File: config.mk
export PLATFORM = sky130hd
export DESIGN_NAME = overcurrent_window_qualifier
export DESIGN_NICKNAME = d
export VERILOG_FILES = /design/src/ocq_pkg.sv /design/src/overcurrent_window_qualifier.sv
export VERILOG_INCLUDE_DIRS = /design/src
export SDC_FILE = /design/constraint.sdc
export NUM_CORES = 1
export LEC_CHECK = 0
export ABC_AREA = 1
export BUFFER_PORTS_ARGS = -buffer_cell sky130_fd_sc_hd__buf_2
export CORE_UTILIZATION = 45
export CTS_BUF_LIST = sky130_fd_sc_hd__clkbuf_2
export DETAILED_ROUTE_END_ITERATION = 8
export GPL_ROUTABILITY_DRIVEN = 0
export HOLD_SLACK_MARGIN = 0.03
export MAX_ROUTING_LAYER = met4
export SYNTH_ARGS = -nofsm -noshare
export SYNTH_HDL_FRONTEND = slang
export SYNTH_SLANG_ARGS = --single-unit
File: constraint.sdc
create_clock -name core_clk -period 4.45 [get_ports core_clk]
set_clock_uncertainty 0.1 [all_clocks]
set_input_delay 0.445 -clock core_clk [delete_from_list [all_inputs] [get_ports core_clk]]
set_output_delay 0.445 -clock core_clk [all_outputs]
set_load 0.02 [all_outputs]
File: src/ocq_regs.svh
`ifndef OCQ_REGS_SVH
`define OCQ_REGS_SVH

// comparison window length in ns and its cycle count at 250 MHz
`define OCQ_WINDOW_NS 10000
`define OCQ_CLK_NS 4
`define OCQ_WINDOW_CYC (`OCQ_WINDOW_NS / `OCQ_CLK_NS)
// consecutive exceeding windows needed per delay setting
`define OCQ_RUN_SHORT 4'h1
`define OCQ_RUN_MID 4'h5
`define OCQ_RUN_LONG 4'ha
// sample width of sensed input and threshold
`define OCQ_SAMPLE_W 16
// accumulator width: sample plus log2 of window cycles
`define OCQ_ACC_W 28

`endif

File: src/ocq_pkg.sv
package ocq_pkg;
    `include "ocq_regs.svh"

    typedef enum logic [1:0] {DLY_SHORT, DLY_MID, DLY_LONG} delay_sel_t;

    // sampled analogue front end values
    typedef struct packed {
        logic [`OCQ_SAMPLE_W-1:0] sense;
        logic [`OCQ_SAMPLE_W-1:0] limit;
    } sense_pair_t;

    // three-state delay strap: driven level and a float indication
    typedef struct packed {
        logic floating;
        logic level;
    } delay_strap_t;
endpackage

File: src/overcurrent_window_qualifier.sv
`timescale 1ns/10ps
`include "ocq_regs.svh"
// Operation
// - a free 10 us window averages the input and compares at its end
// - shortest setting: one exceeding window pulls the alert low
// - a non-exceeding window leaves the alert unchanged; high means no overcurrent
// - middle setting: five consecutive exceeding windows pull the alert low
// - any non-exceeding window clears the run counter, no alert
// - longest setting: ten consecutive exceeding windows pull the alert low
// - delay strap: floating one window, low five, supply ten
// - window runs freely with no sync input or indicator
// - alert is active low open drain, driven low on overcurrent
module overcurrent_window_qualifier
    import ocq_pkg::*;
(
    // clock and reset
    input wire logic core_clk,
    input wire logic resetn,
    // sampled sense input and programmed threshold
    input ocq_pkg::sense_pair_t sample_in,
    // delay selection strap
    input ocq_pkg::delay_strap_t delay_strap,
    // open-drain alert pin
    input wire logic alert_in,
    output logic alert_out,
    output logic alert_oe
);
    import ocq_pkg::*;

    localparam int WIN_CYC = `OCQ_WINDOW_CYC;
    localparam logic [`OCQ_ACC_W-1:0] WIN_LAST = `OCQ_ACC_W'(WIN_CYC - 1);

    logic [`OCQ_ACC_W-1:0] win_cnt_q;
    logic [`OCQ_ACC_W-1:0] sense_acc_q;
    logic [`OCQ_ACC_W-1:0] limit_acc_q;
    logic [`OCQ_ACC_W-1:0] sense_sum_d;
    logic [`OCQ_ACC_W-1:0] limit_sum_d;
    logic win_end;
    logic exceed;
    logic [2:0] flt_q;
    logic [2:0] lvl_q;
    delay_sel_t dly_q;
    logic [3:0] need;
    logic [3:0] run_q;
    logic alert_low_q;

    ////////////////////////////////////////////////////////////////////////////
    // strap synchroniser, three stages, change taken when stages 2 and 3 agree
    always_ff @(posedge core_clk or negedge resetn)
    begin
        if (!resetn)
        begin
            flt_q <= 3'h7;
            lvl_q <= 3'h0;
        end
        else
        begin
            flt_q <= {flt_q[1:0], delay_strap.floating};
            lvl_q <= {lvl_q[1:0], delay_strap.level};
        end
    end

    always_ff @(posedge core_clk or negedge resetn)
    begin
        if (!resetn)
            dly_q <= DLY_SHORT;
        else if (flt_q[2] == flt_q[1] && lvl_q[2] == lvl_q[1])
        begin
            if (flt_q[2])
                dly_q <= DLY_SHORT;
            else if (lvl_q[2])
                dly_q <= DLY_LONG;
            else
                dly_q <= DLY_MID;
        end
    end

    // required run length per setting
    always_comb
    begin
        case (dly_q)
            DLY_SHORT: need = `OCQ_RUN_SHORT;
            DLY_MID: need = `OCQ_RUN_MID;
            DLY_LONG: need = `OCQ_RUN_LONG;
            default: need = `OCQ_RUN_SHORT;
        endcase
    end

    ////////////////////////////////////////////////////////////////////////////
    // free window timer
    assign win_end = (win_cnt_q == WIN_LAST);

    always_ff @(posedge core_clk or negedge resetn)
    begin
        if (!resetn)
            win_cnt_q <= '0;
        else if (win_end)
            win_cnt_q <= '0;
        else
            win_cnt_q <= win_cnt_q + `OCQ_ACC_W'(1);
    end

    // sums of 2500 full-scale samples still fit the accumulator width
    // window averaging; equal lengths so sums compare like averages
    assign sense_sum_d = sense_acc_q + `OCQ_ACC_W'(sample_in.sense);
    assign limit_sum_d = limit_acc_q + `OCQ_ACC_W'(sample_in.limit);
    assign exceed = (sense_sum_d > limit_sum_d);

    always_ff @(posedge core_clk or negedge resetn)
    begin
        if (!resetn)
        begin
            sense_acc_q <= '0;
            limit_acc_q <= '0;
        end
        else if (win_end)
        begin
            sense_acc_q <= '0;
            limit_acc_q <= '0;
        end
        else
        begin
            sense_acc_q <= sense_sum_d;
            limit_acc_q <= limit_sum_d;
        end
    end

    ////////////////////////////////////////////////////////////////////////////
    // consecutive run counter, cleared on non-exceeding window
    always_ff @(posedge core_clk or negedge resetn)
    begin
        if (!resetn)
            run_q <= 4'h0;
        else if (win_end)
        begin
            if (!exceed)
                run_q <= 4'h0;
            else if (run_q < need)
                run_q <= run_q + 4'h1;
        end
    end

    // alert on reaching the run; otherwise unchanged
    always_ff @(posedge core_clk or negedge resetn)
    begin
        if (!resetn)
            alert_low_q <= 1'b0;
        else if (win_end && exceed && (run_q + 4'h1 >= need))
            alert_low_q <= 1'b1;
    end

    // open-drain drive: output low, enable while asserting
    always_ff @(posedge core_clk or negedge resetn)
    begin
        if (!resetn)
        begin
            alert_out <= 1'b0;
            alert_oe <= 1'b0;
        end
        else
        begin
            alert_out <= 1'b0;
            alert_oe <= alert_low_q;
        end
    end
endmodule

==> flow_metrics.env, run 1 <==
export IMPL_clk_latency_ps=650
export IMPL_cp_top_family="simple AND/OR/NAND/NOR gates"
export IMPL_critPathMaxFanout=5
export IMPL_path_clk_slew_ps=330
export IMPL_crit_path_max_incr_delay_ps=520
export IMPL_p_leak_nw=4.22
export IMPL_worstMarginPinSlew_ps=849
export IMPL_crit_slowest_cell="dlygate4sd3_1"
export IMPL_synthDistinctLibCells=44
export IMPL_ctsResizeCount=0
export IMPL_synth_nets=1131
export IMPL_post_route_period_util=0.889
export IMPL_nets=1174
export IMPL_rr_worst_depth=20
export IMPL_fmax_ghz=0.253
export IMPL_grt_overflow_total=0
export IMPL_drv_cap=0
export IMPL_cts_root_buf="clkbuf_2"
export IMPL_arrival_ps=4470
export IMPL_seq_area_frac_synth=0.333
export IMPL_synthTopCellsByArea="dfrtp_1 32%, nand2_1 13%, ha_1 12%"
export IMPL_grt_max_degree=62
export IMPL_post_route_drc_count=0
export IMPL_routed_via_density=4.99
export IMPL_areaGrowthSynthToFinish_pct=7.72
export IMPL_initial_core_util=0.463
export IMPL_status="finished clean"
export IMPL_dieArea_mm2=0.0169
export IMPL_timing_rr_end="run_q[2]$_DFFE_PN0P_"
export IMPL_drtIter0Drc=286
export IMPL_drt_pass1_iterations=5
export IMPL_antenna_found_initial=1
export IMPL_postRouteAntennaNets=0
export IMPL_num_vias=6426
export IMPL_synth_top_area_cell="dfrtp_1"
export IMPL_peakVddDrop_mv=0.236
export IMPL_synth_avg_cell_area_um2=7.22
export IMPL_drive_gt1_frac=0.0738
export IMPL_h_tree_depth=3
export IMPL_cts_tree="done"
export IMPL_cts_sinks=98
export IMPL_finalSetupTns_ps=0
export IMPL_critPathBufInv=3
export IMPL_die_x_um=130
export IMPL_layout_min_cycle_time_ps=3950
export IMPL_post_drt_wl_per_cell_um=13.7
export IMPL_synth_edff_count=0
export IMPL_p_per_area_mw_per_mm2=640
export IMPL_worst_hold_slack_ps=166
export IMPL_rrSetupSlack_ps=530
export IMPL_crit_required_ps=4960
export IMPL_cp_common_cell="nand2_1"
export IMPL_hold_start="sample_in[18]"
export IMPL_synth_ff_type="dfrtp_1"
export IMPL_relSlewSlack=0.434
export IMPL_rsz0062_at_grt="no"
export IMPL_place_hpwl_um=13800
export IMPL_grt_first_pass_wirelength_um=29500
export IMPL_ys_async_sr_fraction=1.00
export IMPL_dp_slack_ps=363
export IMPL_end_kind="register"
export IMPL_final_max_slew_viol_count=0
export IMPL_worstHoldPathCells=5
export IMPL_hold_path_class="in2reg"
export IMPL_clk_path_buf_depth=2
export IMPL_setup_ws_ps=496
export IMPL_setup_viol=0
export IMPL_die_y_um=130
export IMPL_routed_wl_um=17700
export IMPL_syn_inst=1022
export IMPL_ys_ff_latch=98
export IMPL_track_usage=0.232
export IMPL_grt_pass1_vias=6138
export IMPL_crit_chain="dlygate4sd3_1 > buf_2 > ha_1 > fa_1 > nand3_1 > nand3_1 > nand2_1 > o211ai_1 > nand2_1 > nand2_1 > nand2_1 > xor2_1 > inv_1 > ha_1 > nand2_1 > nor2_1 > nand2_1 > nor3b_1 > nand2_1 > a21oi_1 > nand4_1 > nand2_1"
export IMPL_timing_final_hold_violations=0
export IMPL_crit_path_start_kind="primary input"
export IMPL_portBuffers=36
export IMPL_fp_coreArea_mm2=0.0159
export IMPL_r2r_start="sense_acc_q[0]$_DFF_PN0_"
export IMPL_critical_path_class="in2reg"
export IMPL_ios=39
export IMPL_yosysWarnings=0
export IMPL_hold_end="sense_acc_q[2]$_DFF_PN0_"
export IMPL_numCtsBuffers=9
export IMPL_syn_area_mm2=0.00738
export IMPL_row_count=46
export IMPL_synth_top_area_share=0.322
==> state kept, by name, indices dropped and copies added, names as in the netlist <==
| register | cells |
|---|---|
| limit_acc_q | 28 |
| sense_acc_q | 28 |
| win_cnt_q | 28 |
| run_q | 4 |
| flt_q | 3 |
| lvl_q | 3 |
| dly_q | 2 |
| alert_low_q | 1 |
| alert_oe | 1 |
==> through the flow <==
| step | cell area [um^2] | utilization | power (mW) | instances |
|---|---|---|---|---|
| floorplan | 7380 | - | 3.84 | 1022 |
| global placement | 7780 | 0.488 | 4.59 | 1265 |
| detailed placement | 7780 | 0.488 | 4.65 | 1265 |
| CTS | 7930 | 0.498 | 5.14 | 1285 |
| global route | 7950 | 0.498 | 5.73 | 1287 |
| finish | 7950 | 0.498 | 5.09 | 1287 |
==> worst max-delay path by stage <==
stage	from	to	cells past startpoint
final	sample_in[16]	run_q[2]$_DFFE_PN0P_	22
after CTS	sense_acc_q[0]$_DFF_PN0_	run_q[2]$_DFFE_PN0P_	20
after global routing	sense_acc_q[0]$_DFF_PN0_	run_q[0]$_DFFE_PN0P_	20
after floorplan	sample_in[16]	run_q[0]$_DFFE_PN0P_	20
after detailed placement	sample_in[16]	run_q[2]$_DFFE_PN0P_	21
after global placement	sample_in[16]	run_q[0]$_DFFE_PN0P_	21
==> worst min-delay path: cells and delay by family <==
family,cells,cell delay [ps]
buffers and inverters,2,150
XOR/XNOR,1,110
adder cells (fa/ha/maj),1,190
AND/OR/NAND/NOR,1,40
==> synthesized netlist by cell type, drive strengths merged, types with 5 or more instances <==
library cell	n
o21ai	21
nand3b	7
nand3	59
o21a	5
buf	10
nor4	10
xor2	33
nand2	252
xnor2	21
dfrtp	95
a21o	6
inv	160
nor2	144
nand4	31
ha	70
nor3	25
a21oi	42
==> layer usage <==
layer | track usage | routed length, um
met4 | 0.0417 | 171
met1 | 0.293 | 8240
met5 | - | 0
met2 | 0.394 | 8680
met3 | 0.0394 | 577
==> final cells by class <==
class | count | area, um^2
Fill cell | 1680 | 8000
Multi-Input combinational cell | 753 | 4260
Sequential cell | 98 | 2460
Inverter | 160 | 601
Tap cell | 216 | 270
Timing Repair Buffer | 43 | 248
Clock inverter | 7 | 67.6
Clock buffer | 9 | 45.0
Antenna cell | 1 | 2.50
==> cell families (layout without fill, tap and decap cells) <==
kind of cell,after synthesis,in the layout,synth area share
simple gates,537,537,0.319
buf+inv,171,219,0.0911
flops,98,98,0.333
compound gates,89,89,0.0682
fa+ha+maj,72,72,0.124
xor+xnor,54,54,0.0641
other cells,1,2,0.000508
==> power breakdown <==
part | total [mW] | switching, mW | internal, mW | leakage [nW]
Clock | 0.452 | 0.359 | 0.0927 | 0.0689
Combinational | 3.33 | 2.10 | 1.23 | 2.97
Sequential | 1.30 | 0.145 | 1.15 | 1.19
==> cell usage in the layout (no fill, tap or decap), drive strengths merged, types with 3 or more instances in the layout <==
master	instances
o21ai	21
nand2	252
nor3	25
nor4	10
dfstp	3
nand4	31
ha	70
inv	165
a21oi	42
nand3b	7
xor2	33
dlygate4sd3	5
o21bai	3
xnor2	21
or2	3
a31oi	3
nor2	144
dfrtp	95
clkbuf	9
nand3	59
o22ai	3
a21o	6
o21a	5
buf	38
o211ai	3
==> timing repair <==
action                                 in CTS  in global routing
hold buffers                                4                  1
buffers inserted                            0                  0
endpoints found under the hold margin      60                  1
Power figures use the tool's default switching activity.
==> run 2: changes to the inputs <==
RECOVER_POWER = 100   (was unset)
==> run 2 against run 1 <==
Net effect:
- the flow now finishes with violations (capacitance limit, slew limit)
- first-iteration DRC count is 2.4% higher
- clock-buffer cell count stayed put
- sequential power hardly changed
- register-to-register slack hardly changed
- flip-flop and latch count stayed put
- hold slack better by 13 ps
- critical endpoint unchanged
- largest cell class unchanged
==> flow_metrics.env, run 2 (synthesis gave the netlist of run 1 again) <==
export IMPL_post_drt_wl_per_cell_um=13.7
export IMPL_portBuffers=36
export IMPL_track_usage=0.232
export IMPL_final_common_cell="nand2_1"
export IMPL_clk_latency_ps=630
export IMPL_num_vias=6424
export IMPL_hold_start="sample_in[1]"
export IMPL_drv_cap=2
export IMPL_postRouteAntennaNets=0
export IMPL_p_leak_nw=4.21
export IMPL_drive_gt1_frac=0.0636
export IMPL_post_cts_buffers=0
export IMPL_numCtsBuffers=9
export IMPL_cts_root_buf="clkbuf_2"
export IMPL_crit_start="sample_in[16]"
export IMPL_antenna_found_initial=1
export IMPL_clk_path_buf_depth=2
export IMPL_grt_max_degree=62
export IMPL_cts_tree="done"
export IMPL_crit_path_start_kind="primary input"
export IMPL_p_per_area_mw_per_mm2=644
export IMPL_dieArea_mm2=0.0169
export IMPL_setup_viol=0
export IMPL_timing_final_hold_violations=0
export IMPL_post_route_drc_count=0
export IMPL_nets=1174
export IMPL_rsz0062_at_grt="no"
export IMPL_hold_path_class="in2reg"
export IMPL_grt_pass1_vias=6138
export IMPL_h_tree_depth=3
export IMPL_die_y_um=130
export IMPL_end_kind="register"
export IMPL_n_fill_cell=1693
export IMPL_worstMarginPinSlew_ps=3550
export IMPL_path_clk_slew_ps=310
export IMPL_ctsResizeCount=0
export IMPL_arrival_ps=4460
export IMPL_die_x_um=130
export IMPL_fmax_ghz=0.253
export IMPL_post_route_period_util=0.889
export IMPL_peakVddDrop_mv=0.236
export IMPL_cts_sinks=98
export IMPL_critical_path_class="in2reg"
export IMPL_p_total_mw=5.08
export IMPL_row_count=46
export IMPL_routed_via_density=4.99
export IMPL_grt_overflow_total=0
export IMPL_grt_first_pass_wirelength_um=29500
export IMPL_place_hpwl_um=13800
export IMPL_relSlewSlack=-1.37
export IMPL_drt_pass1_iterations=6
export IMPL_top_regs="limit_acc_q: 28 flops, sense_acc_q: 28 flops, win_cnt_q: 28 flops"
export IMPL_drtIter0Drc=293
export IMPL_r2r_start="sense_acc_q[0]$_DFF_PN0_"
export IMPL_areaGrowthSynthToFinish_pct=7.00
export IMPL_fp_coreArea_mm2=0.0159
export IMPL_violations="capacitance limit, slew limit"
export IMPL_status="complete, but fails checks"
export IMPL_crit_required_ps=4960
export IMPL_initial_core_util=0.463
export IMPL_layout_min_cycle_time_ps=3950
export IMPL_most_common_layout_cells="250 x nand2_1, 158 x inv_1, 140 x nor2_1, 95 x dfrtp_1, 70 x ha_1"
export IMPL_ctsHoldBuffers=4
export IMPL_routed_wl_um=17600
export IMPL_critPathMaxFanout=5
export IMPL_ios=39
export IMPL_final_max_slew_viol_count=113
export IMPL_finalSetupTns_ps=0
## run 2: area by class of cell
| cell class | instances | area (um^2) | share of cell area |
|---|---|---|---|
| inverters | 160 | 601 | 0.0761 |
| diodes | 1 | 2.50 | 0.000317 |
| well taps | 216 | 270 | 0.0342 |
| repair buffers | 43 | 239 | 0.0303 |
| multi-input cells | 753 | 4210 | 0.534 |
| flip-flops and latches | 98 | 2460 | 0.311 |
| clock inverters | 7 | 67.6 | 0.00856 |
| clock buffers | 9 | 45.0 | 0.00571 |
## run 2: per-stage QoR
step	instances	utilization	instance area (um^2)	hold WS [ps]	setup WS, ps
6_report	1287	0.495	7890	179	496
3_5_place_dp	1265	0.488	7780	241	363
5_1_grt	1287	0.495	7890	125	44.9
4_1_cts	1285	0.498	7930	35.7	538
2_1_floorplan	1022	-	7380	49.4	1190
3_3_place_gp	1265	0.488	7780	236	409
## run 2: worst max-delay path, cell delays in order
cell,delay [ps]
dlygate4sd3_1,520
buf_2,130
ha_1,220
fa_1,410
nand3_1,110
nand3_1,150
nand2_1,90
o211ai_1,150
nand2_1,100
nand2_1,110
nand2_1,100
xor2_1,190
inv_1,60
ha_1,280
nand2_1,50
nor2_1,130
nand2_1,140
nor3b_1,270
nand2_1,140
a21oi_1,420
nand4_1,160
nand2_1,90
## run 2: worst paths after layout
kind                            depth (start not counted)  slack (ps)                         to
worst max-delay path                                   22         500       run_q[2]$_DFFE_PN0P_
worst min-delay path                                    4         180   limit_acc_q[1]$_DFF_PN0_
worst max register to register                         20         530       run_q[2]$_DFFE_PN0P_
worst min register to register                          0         280         flt_q[1]$_DFF_PN1_
max in group asynchronous                               2         860  limit_acc_q[19]$_DFF_PN0_
min in group asynchronous                               2        1410  sense_acc_q[25]$_DFF_PN0_
## run 2: layer usage
layer | up-vias | global-route usage | wire [um]
li1 | 3375 | - | -
met1 | 2939 | 0.293 | 8180
met2 | 101 | 0.394 | 8660
met3 | 9 | 0.0394 | 594
met4 | 0 | 0.0417 | 156
met5 | - | - | 0
## run 2: power by group
part | internal (mW) | total [mW] | leakage [nW] | switching (mW)
clock | 0.0926 | 0.448 | 0.0689 | 0.355
combinational | 1.23 | 3.33 | 2.96 | 2.10
sequential | 1.16 | 1.30 | 1.19 | 0.146
total | 2.48 | 5.08 | 4.21 | 2.60
